[src/dct_pkg.sv]
package dct_pkg;

  // ------------------------------------------------------------------
  // Mode codes
  // ------------------------------------------------------------------
  localparam logic [1:0] MODE_13BIT = 2'h0;
  localparam logic [1:0] MODE_16BIT = 2'h1;
  localparam logic [1:0] MODE_RELOAD = 2'h2;
  localparam logic [1:0] MODE_SPLIT = 2'h3;

  // ------------------------------------------------------------------
  // Prescaler codes and divisors
  // ------------------------------------------------------------------
  localparam logic [1:0] PRESC_DIV12 = 2'h0;
  localparam logic [1:0] PRESC_DIV4 = 2'h1;
  localparam logic [1:0] PRESC_DIV48 = 2'h2;
  localparam logic [1:0] PRESC_EXT8 = 2'h3;
  localparam logic [5:0] DIV12_LOAD = 6'h0b;
  localparam logic [5:0] DIV4_LOAD = 6'h03;
  localparam logic [5:0] DIV48_LOAD = 6'h2f;
  localparam logic [2:0] EXT8_LAST = 3'h7;

  // ------------------------------------------------------------------
  // Count limits and reset values
  // ------------------------------------------------------------------
  localparam logic [7:0] BYTE_ALL_ONES = 8'hff;
  localparam logic [4:0] LOW5_ALL_ONES = 5'h1f;
  localparam logic [7:0] COUNT_RST = 8'h00;

endpackage : dct_pkg

[src/dct_timers.sv]
`timescale 1ns/10ps
`default_nettype none
module dct_timers (
  // Clock and reset
  input  wire logic       core_clk,
  input  wire logic       reset,
  // Mode and source configuration
  input  wire logic [1:0] first_mode_select,
  input  wire logic [1:0] second_mode_select,
  input  wire logic       first_count_source_select,
  input  wire logic       second_count_source_select,
  input  wire logic       first_clock_select,
  input  wire logic       second_clock_select,
  input  wire logic [1:0] prescale_select,
  // Run and gate control
  input  wire logic       first_run_bit,
  input  wire logic       second_run_bit,
  input  wire logic       first_gate_bit,
  input  wire logic       second_gate_bit,
  input  wire logic       first_gate_polarity,
  input  wire logic       second_gate_polarity,
  // Interrupt enables and flag clears
  input  wire logic       first_overflow_irq_enable,
  input  wire logic       second_overflow_irq_enable,
  input  wire logic       first_overflow_flag_clr,
  input  wire logic       second_overflow_flag_clr,
  // Pins
  input  wire logic       first_count_pin,
  input  wire logic       second_count_pin,
  input  wire logic       first_gate_input,
  input  wire logic       second_gate_input,
  input  wire logic       ext_clk,
  // Software byte writes
  input  wire logic [7:0] sw_wdata,
  input  wire logic       first_count_low_byte_we,
  input  wire logic       first_count_high_byte_we,
  input  wire logic       second_count_low_byte_we,
  input  wire logic       second_count_high_byte_we,
  // Count bytes read back
  output logic      [7:0] first_count_low_byte,
  output logic      [7:0] first_count_high_byte,
  output logic      [7:0] second_count_low_byte,
  output logic      [7:0] second_count_high_byte,
  // Flags, interrupts, overflow for other blocks
  output logic            first_overflow_flag,
  output logic            second_overflow_flag,
  output logic            first_overflow_irq,
  output logic            second_overflow_irq,
  output logic            second_overflow_pulse
);

  // ------------------------------------------------------------------
  // State
  // ------------------------------------------------------------------
  typedef struct packed {
    logic [7:0] tl0;
    logic [7:0] th0;
    logic [7:0] tl1;
    logic [7:0] th1;
    logic       tf0;
    logic       tf1;
    logic       irq0;
    logic       irq1;
    logic       ovf1;
    logic [5:0] presc_cnt;
    logic [2:0] ext_div;
  } dct_state_t;

  dct_state_t q;
  dct_state_t d;

  // ------------------------------------------------------------------
  // Helpers
  // ------------------------------------------------------------------
  // One count step; returns {overflow, high, low}
  function automatic logic [16:0] dct_step(
    input logic [1:0] m,
    input logic [7:0] h,
    input logic [7:0] l
  );
    logic [12:0] v13;
    logic [15:0] v16;
    logic [16:0] r;
    v13 = {h, l[4:0]} + 13'h0001;
    v16 = {h, l} + 16'h0001;
    r   = {1'b0, h, l};
    case (m)
      // Top three low bits left as they are
      dct_pkg::MODE_13BIT:
        r = {(v13 == 13'h0000), v13[12:5], l[7:5], v13[4:0]};
      dct_pkg::MODE_16BIT:
        r = {(v16 == 16'h0000), v16};
      // High byte returned untouched, acts as reload
      dct_pkg::MODE_RELOAD:
        if (l == dct_pkg::BYTE_ALL_ONES)
          r = {1'b1, h, h};
        else
          r = {1'b0, h, l + 8'h01};
      default:
        r = {(l == dct_pkg::BYTE_ALL_ONES), h, l + 8'h01};
    endcase
    return r;
  endfunction : dct_step

  // Prescaler reload for the internal divisors
  function automatic logic [5:0] dct_presc_load(input logic [1:0] c);
    logic [5:0] r;
    case (c)
      dct_pkg::PRESC_DIV12: r = dct_pkg::DIV12_LOAD;
      dct_pkg::PRESC_DIV4:  r = dct_pkg::DIV4_LOAD;
      dct_pkg::PRESC_DIV48: r = dct_pkg::DIV48_LOAD;
      default:              r = dct_pkg::DIV12_LOAD;
    endcase
    return r;
  endfunction : dct_presc_load

  // ------------------------------------------------------------------
  // Input synchronisation
  // ------------------------------------------------------------------
  logic [4:0] sync_level;
  logic [4:0] sync_fall;

  dct_sync_edge #(
    .W (5)
  ) u_sync (
    .core_clk (core_clk),
    .reset    (reset),
    .raw_in   ({ext_clk, second_gate_input, first_gate_input,
                second_count_pin, first_count_pin}),
    .level    (sync_level),
    .fall     (sync_fall)
  );

  // ------------------------------------------------------------------
  // Count enables
  // ------------------------------------------------------------------
  logic        presc_tick;
  logic        gate_act0;
  logic        gate_act1;
  logic        t0_split;
  logic        src0;
  logic        src1;
  logic        run1;
  logic        inc0;
  logic        inc1;
  logic        th0_inc;
  logic        th0_wrap;
  logic [16:0] st0;
  logic [16:0] st1;

  // External clock path counts eight synchronised falls
  assign presc_tick = (prescale_select == dct_pkg::PRESC_EXT8) ?
                      (sync_fall[4] && q.ext_div == dct_pkg::EXT8_LAST) :
                      (q.presc_cnt == 6'h00);
  assign gate_act0  = sync_level[2] == first_gate_polarity;
  assign gate_act1  = sync_level[3] == second_gate_polarity;
  assign t0_split   = first_mode_select == dct_pkg::MODE_SPLIT;
  // Pin edge, system clock or prescaler
  assign src0 = first_count_source_select ? sync_fall[0] :
                (first_clock_select | presc_tick);
  // No pin clocking while the first timer is split
  assign src1 = (second_count_source_select && !t0_split) ?
                sync_fall[1] :
                (second_clock_select | presc_tick);
  // Split mode hands second run control to its mode field
  assign run1 = t0_split ? 1'b1 :
                (second_run_bit && (!second_gate_bit || gate_act1));
  assign inc0 = first_run_bit && (!first_gate_bit || gate_act0) &&
                src0;
  assign inc1 = (second_mode_select != dct_pkg::MODE_SPLIT) &&
                run1 && src1;
  // Split high byte: internal clock, second run bit
  assign th0_inc  = t0_split && second_run_bit &&
                    (second_clock_select | presc_tick);
  assign th0_wrap = th0_inc && q.th0 == dct_pkg::BYTE_ALL_ONES;
  assign st0 = dct_step(first_mode_select, q.th0, q.tl0);
  assign st1 = dct_step(second_mode_select, q.th1, q.tl1);

  // ------------------------------------------------------------------
  // Next state
  // ------------------------------------------------------------------
  // Count, then software writes, then flags; set beats clear
  always_comb
  begin
    d = q;
    if (prescale_select != dct_pkg::PRESC_EXT8)
    begin
      if (q.presc_cnt == 6'h00)
        d.presc_cnt = dct_presc_load(prescale_select);
      else
        d.presc_cnt = q.presc_cnt - 6'h01;
    end
    if (sync_fall[4])
      d.ext_div = q.ext_div + 3'h1;
    if (inc0)
    begin
      d.tl0 = st0[7:0];
      if (!t0_split)
        d.th0 = st0[15:8];
    end
    if (th0_inc)
      d.th0 = q.th0 + 8'h01;
    if (inc1)
    begin
      d.tl1 = st1[7:0];
      d.th1 = st1[15:8];
    end
    // Writes win over counting; run bit never touches count
    if (first_count_low_byte_we)
      d.tl0 = sw_wdata;
    if (first_count_high_byte_we)
      d.th0 = sw_wdata;
    if (second_count_low_byte_we)
      d.tl1 = sw_wdata;
    if (second_count_high_byte_we)
      d.th1 = sw_wdata;
    d.tf0  = (q.tf0 & ~first_overflow_flag_clr) |
             (inc0 & st0[16]);
    d.tf1  = (q.tf1 & ~second_overflow_flag_clr) |
             (t0_split ? th0_wrap : (inc1 & st1[16]));
    d.ovf1 = inc1 & st1[16];
    d.irq0 = q.tf0 & first_overflow_irq_enable;
    d.irq1 = q.tf1 & second_overflow_irq_enable;
  end

  always_ff @(posedge core_clk)
  begin
    if (reset)
      q <= '0;
    else
      q <= d;
  end

  // ------------------------------------------------------------------
  // Outputs
  // ------------------------------------------------------------------
  assign first_count_low_byte   = q.tl0;
  assign first_count_high_byte  = q.th0;
  assign second_count_low_byte  = q.tl1;
  assign second_count_high_byte = q.th1;
  assign first_overflow_flag    = q.tf0;
  assign second_overflow_flag   = q.tf1;
  assign first_overflow_irq     = q.irq0;
  assign second_overflow_irq    = q.irq1;
  assign second_overflow_pulse  = q.ovf1;

  logic no_wr0;
  logic no_wr1;
  assign no_wr0 = !first_count_low_byte_we && !first_count_high_byte_we;
  assign no_wr1 = !second_count_low_byte_we && !second_count_high_byte_we;
endmodule : dct_timers
`default_nettype wire

[src/dct_sync_edge.sv]
`timescale 1ns/10ps
`default_nettype none
module dct_sync_edge #(
  parameter int W = 5
) (
  // Clock and reset
  input  wire logic         core_clk,
  input  wire logic         reset,
  // Raw asynchronous inputs
  input  wire logic [W-1:0] raw_in,
  // Synchronised level and falling-edge pulse
  output logic      [W-1:0] level,
  output logic      [W-1:0] fall
);

  typedef struct packed {
    logic [W-1:0] s1;
    logic [W-1:0] s2;
    logic [W-1:0] s3;
  } dct_sync_t;

  dct_sync_t q;
  dct_sync_t d;

  // Shift chain; first stage feeds only the second
  always_comb
  begin
    d    = q;
    d.s1 = raw_in;
    d.s2 = q.s1;
    d.s3 = q.s2;
  end

  always_ff @(posedge core_clk)
  begin
    if (reset)
      q <= '0;
    else
      q <= d;
  end

  // Edge from two settled samples only
  assign level = q.s2;
  assign fall  = q.s3 & ~q.s2;

endmodule : dct_sync_edge
`default_nettype wire

[config.mk]
export PLATFORM = sky130hd
export DESIGN_NAME = dct_timers
export DESIGN_NICKNAME = d
export VERILOG_FILES = /design/src/dct_pkg.sv /design/src/dct_timers.sv /design/src/dct_sync_edge.sv
export SDC_FILE = /design/constraint.sdc
export NUM_CORES = 1
export LEC_CHECK = 0
export ABC_CLOCK_PERIOD_IN_PS = 3300
export BUFFER_PORTS_ARGS = -buffer_cell sky130_fd_sc_hd__clkbuf_2
export CAP_MARGIN = 25
export CORE_MARGIN = 4
export CORE_UTILIZATION = 24
export CTS_CLUSTER_DIAMETER = 80
export DETAILED_ROUTE_END_ITERATION = 7
export PLACE_DENSITY = 0.46
export SLEW_MARGIN = 5
export SYNTH_ARGS = -nofsm -noshare
export SYNTH_HDL_FRONTEND = slang
export SYNTH_SLANG_ARGS = --single-unit
[constraint.sdc]
create_clock -name core_clk -period 3.3 [get_ports core_clk]
set_clock_uncertainty 0.2 [all_clocks]
set_input_delay 0.33 -clock core_clk [delete_from_list [all_inputs] [get_ports core_clk]]
set_output_delay 0.33 -clock core_clk [all_outputs]
set_load 0.01 [all_outputs]
==> reports/qor.yml <==
synth_flop_cell: "dfxtp_1"
synth_top_family_by_area: "simple AND/OR/NAND/NOR gates"
rows: 50
pin_count: 76
port_buffers: 75
required_ns: 3.33
whs_endpoint: "u_sync.d[5]"
wl_microns: 15600
grt_usage_pct: 14.0
ir_drop_uv: 256
avgRoutedWirePerCell_microns: 17.1
worstSetupStartpointType: "flip-flop"
slew_viol_final: 0
tightest_slew_ns: 0.622
crit_chain: "ha_1 -> ha_1 -> and3b_1 -> a221oi_2 -> o2bb2ai_2 -> inv_1 -> a21oi_2 -> mux2i_1 -> nor2_1"
mostFrequentLayoutCells: "75 x clkbuf_2, 60 x nor2_1, 59 x dfxtp_1, 58 x nand2_1, 40 x a21oi_1"
setup_tns_ns: 0
fin_crit_ns: 2.66
cp_slowest_cell: "a221oi_2"
start_util_pct: 24.7
cts_tree: "yes"
clk_path_buf_depth: 2
max_freq_ghz: 0.376
r2r_cells: 9
grt_pass1_wl_microns: 24400
relSlewSlack_pct: 58.5
grt_max_degree: 37
synth.distinct_cells: 80
vias_per_cell: 4.99
layout-drive-gt1-share_pct: 20.7
synth_fp_nets: 671
drc: 0
rsz0062_at_grt: "false"
antenna_found_initial: 0
synth_edf_count: 0
fin_crit_sh_pct: 80.5
synth_xor_xnor_area_share_pct: 6.14
cp_max_fo: 9
power.density_mw_per_mm2: 432
fin_nets: 692
num_vias: 4531
cts_resized: 0
first_pass_iters: 5
clk_pin_slew_ns: 0.06
cp_common_cell: "ha_1"
cts-buffers-inserted: 9
worstSetupPathType: "flip-flop to flip-flop"
syn_to_final_growth_pct: 15.1
maxCapViolations: 0
worstReg2RegEnd: "second_count_low_byte[5]"
synth_fa_ha_area_share_pct: 2.39
r2r_start: "q[0]"
dp_hpwl_microns: 11500
r2r_slack_ns: 0.64
clk_latency_ns: 0.34
synth-seq-cells: 59
yosysSeqAreaShare_pct: 25.1
synth_compound_area_share_pct: 24.7
die_area_sq_mm: 0.0219
synthSimpleGateAreaFrac_pct: 28.7
worst_setup_path_end_kind: "flip-flop"
synthMuxAreaShare_pct: 1.97
slowest_delay_ns: 0.42
crit_arrival_ns: 2.68
clock-root-buffer: "clkbuf_16"
n_fill_cell: 2131
drtIter0Drc: 354
grt.overflow.total: 0
cts_sinks: 59
leakagePower_nw: 2.03
min_path_cells: 2
first_global_vias: 4237
min_path_type: "primary input to flip-flop"
die_w_microns: 148
syn-instance-count: 623
routabilityCongestion: 0.869
worst_hold_slack_ns: 0.00876
synth_area_sq_mm: 0.00471
status: "completed"
setup_viol: 0
worstHoldStart: "first_count_pin"
ant_nets: 0
antenna-diode-count: 0
hold_viol: 0
die_y_microns: 148
cts_max_level: 3
coreArea_sq_mm: 0.0190
final_common_cell: "clkbuf_2"
ys_warn_count: 0
syn_avg_cell_area_sq_um: 7.56
async_flop_share_pct: 0
[through the flow]
stage                     instance area, sq um  cells  total power, mW  setup slack [ns]  utilization, %
after floorplan                           4710    623             1.20             0.992               -
after global placement                    5060    888             1.33             0.436            26.6
after detailed placement                  5060    888             1.32             0.380            26.6
after CTS                                 5410    907             2.36             0.371            28.5
after global routing                      5420    908             2.46             0.346            28.5
final                                     5420    908             2.34             0.642            28.5
[critical path, delay by kind of cell (launching register included)]
family / cells / cell delay, ns
AO/OA/AOI/OAI: 3 / 1.04
adder cells (fa/ha/maj): 2 / 0.37
buffers and inverters: 1 / 0.18
flip-flops: 1 / 0.31
multiplexers: 1 / 0.21
AND/OR/NAND/NOR: 2 / 0.24
[state kept, by name (all words and copies together), names as in the netlist]
register and count:
u_sync.q 3, second_count_high_byte 8, second_overflow_pulse 1, first_overflow_flag 1
second_count_low_byte 8, second_overflow_flag 1, u_sync.d 5, first_count_high_byte 8
first_count_low_byte 8, q 9, first_overflow_irq 1, second_overflow_irq 1
u_sync.level 5
[kinds of logic after synthesis]
| group | count (synthesis) |
|---|---|
| AOI/OAI and AO/OA | 161 |
| xor gates and xnor gates | 33 |
| adders and majority gates | 9 |
| buffers and inverters | 100 |
| DFF | 59 |
| muxes | 9 |
| and+or+nand+nor | 252 |
[cell usage after synthesis, types with 8 or more instances]
cell type / instances / area [sq um]
xnor2_1: 20 / 175
a31oi_1: 8 / 50.1
inv_1: 18 / 67.6
buf_2: 15 / 75.1
buf_4: 32 / 240
or3_1: 8 / 50.1
dfxtp_1: 59 / 1180
o21ai_0: 23 / 115
nor3_1: 23 / 115
nand2b_1: 8 / 50.1
o21a_1: 8 / 60.1
ha_1: 9 / 113
a211oi_1: 15 / 113
clkbuf_1: 29 / 109
nor2_1: 60 / 225
a21oi_1: 40 / 200
nor4_1: 8 / 50.1
nor2b_1: 21 / 131
nand2_1: 58 / 218
xor2_1: 13 / 114
nand3_1: 18 / 90.1
[routing by layer]
metal / track usage [%] / wire, microns
met5: 0 / 0
met3: 3.34 / 818
met4: 2.91 / 171
met1: 18.4 / 6970
met2: 23.5 / 7610
[worst max-delay path by stage]
stage,from,end,slack (ns),cells after the start
CTS,q[3],first_count_high_byte[0],0.37,8
detailed placement,q[3],first_count_high_byte[0],0.38,8
global route,second_count_low_byte[1],second_count_low_byte[3],0.35,8
floorplan,q[0],first_count_low_byte[6],0.99,9
finish,q[0],second_count_low_byte[5],0.64,9
global placement,q[3],first_count_high_byte[0],0.44,8
[layout make-up]
| class | count | area (sq um) | share of cell area (%) |
|---|---|---|---|
| clock inverter | 5 | 77.6 | 1.43 |
| clock buffer | 10 | 239 | 4.41 |
| tap | 260 | 325 | 6.00 |
| timing repair buffer | 92 | 523 | 9.65 |
| inverter | 18 | 67.6 | 1.25 |
| sequential | 59 | 1180 | 21.8 |
| multi-input combinational | 464 | 3000 | 55.5 |
[power by group]
group          total, mW  switching, mW  internal [mW]
Combinational      0.462          0.267          0.196
Clock               1.02          0.350          0.674
Sequential         0.852         0.0890          0.763
[timing repair]
action                                 4_1_cts  5_1_grt
endpoints found under the hold margin        4        0
setup buffers                                0        0
hold buffers                                 4        0
No activity file was read; power rests on OpenSTA's default activity.
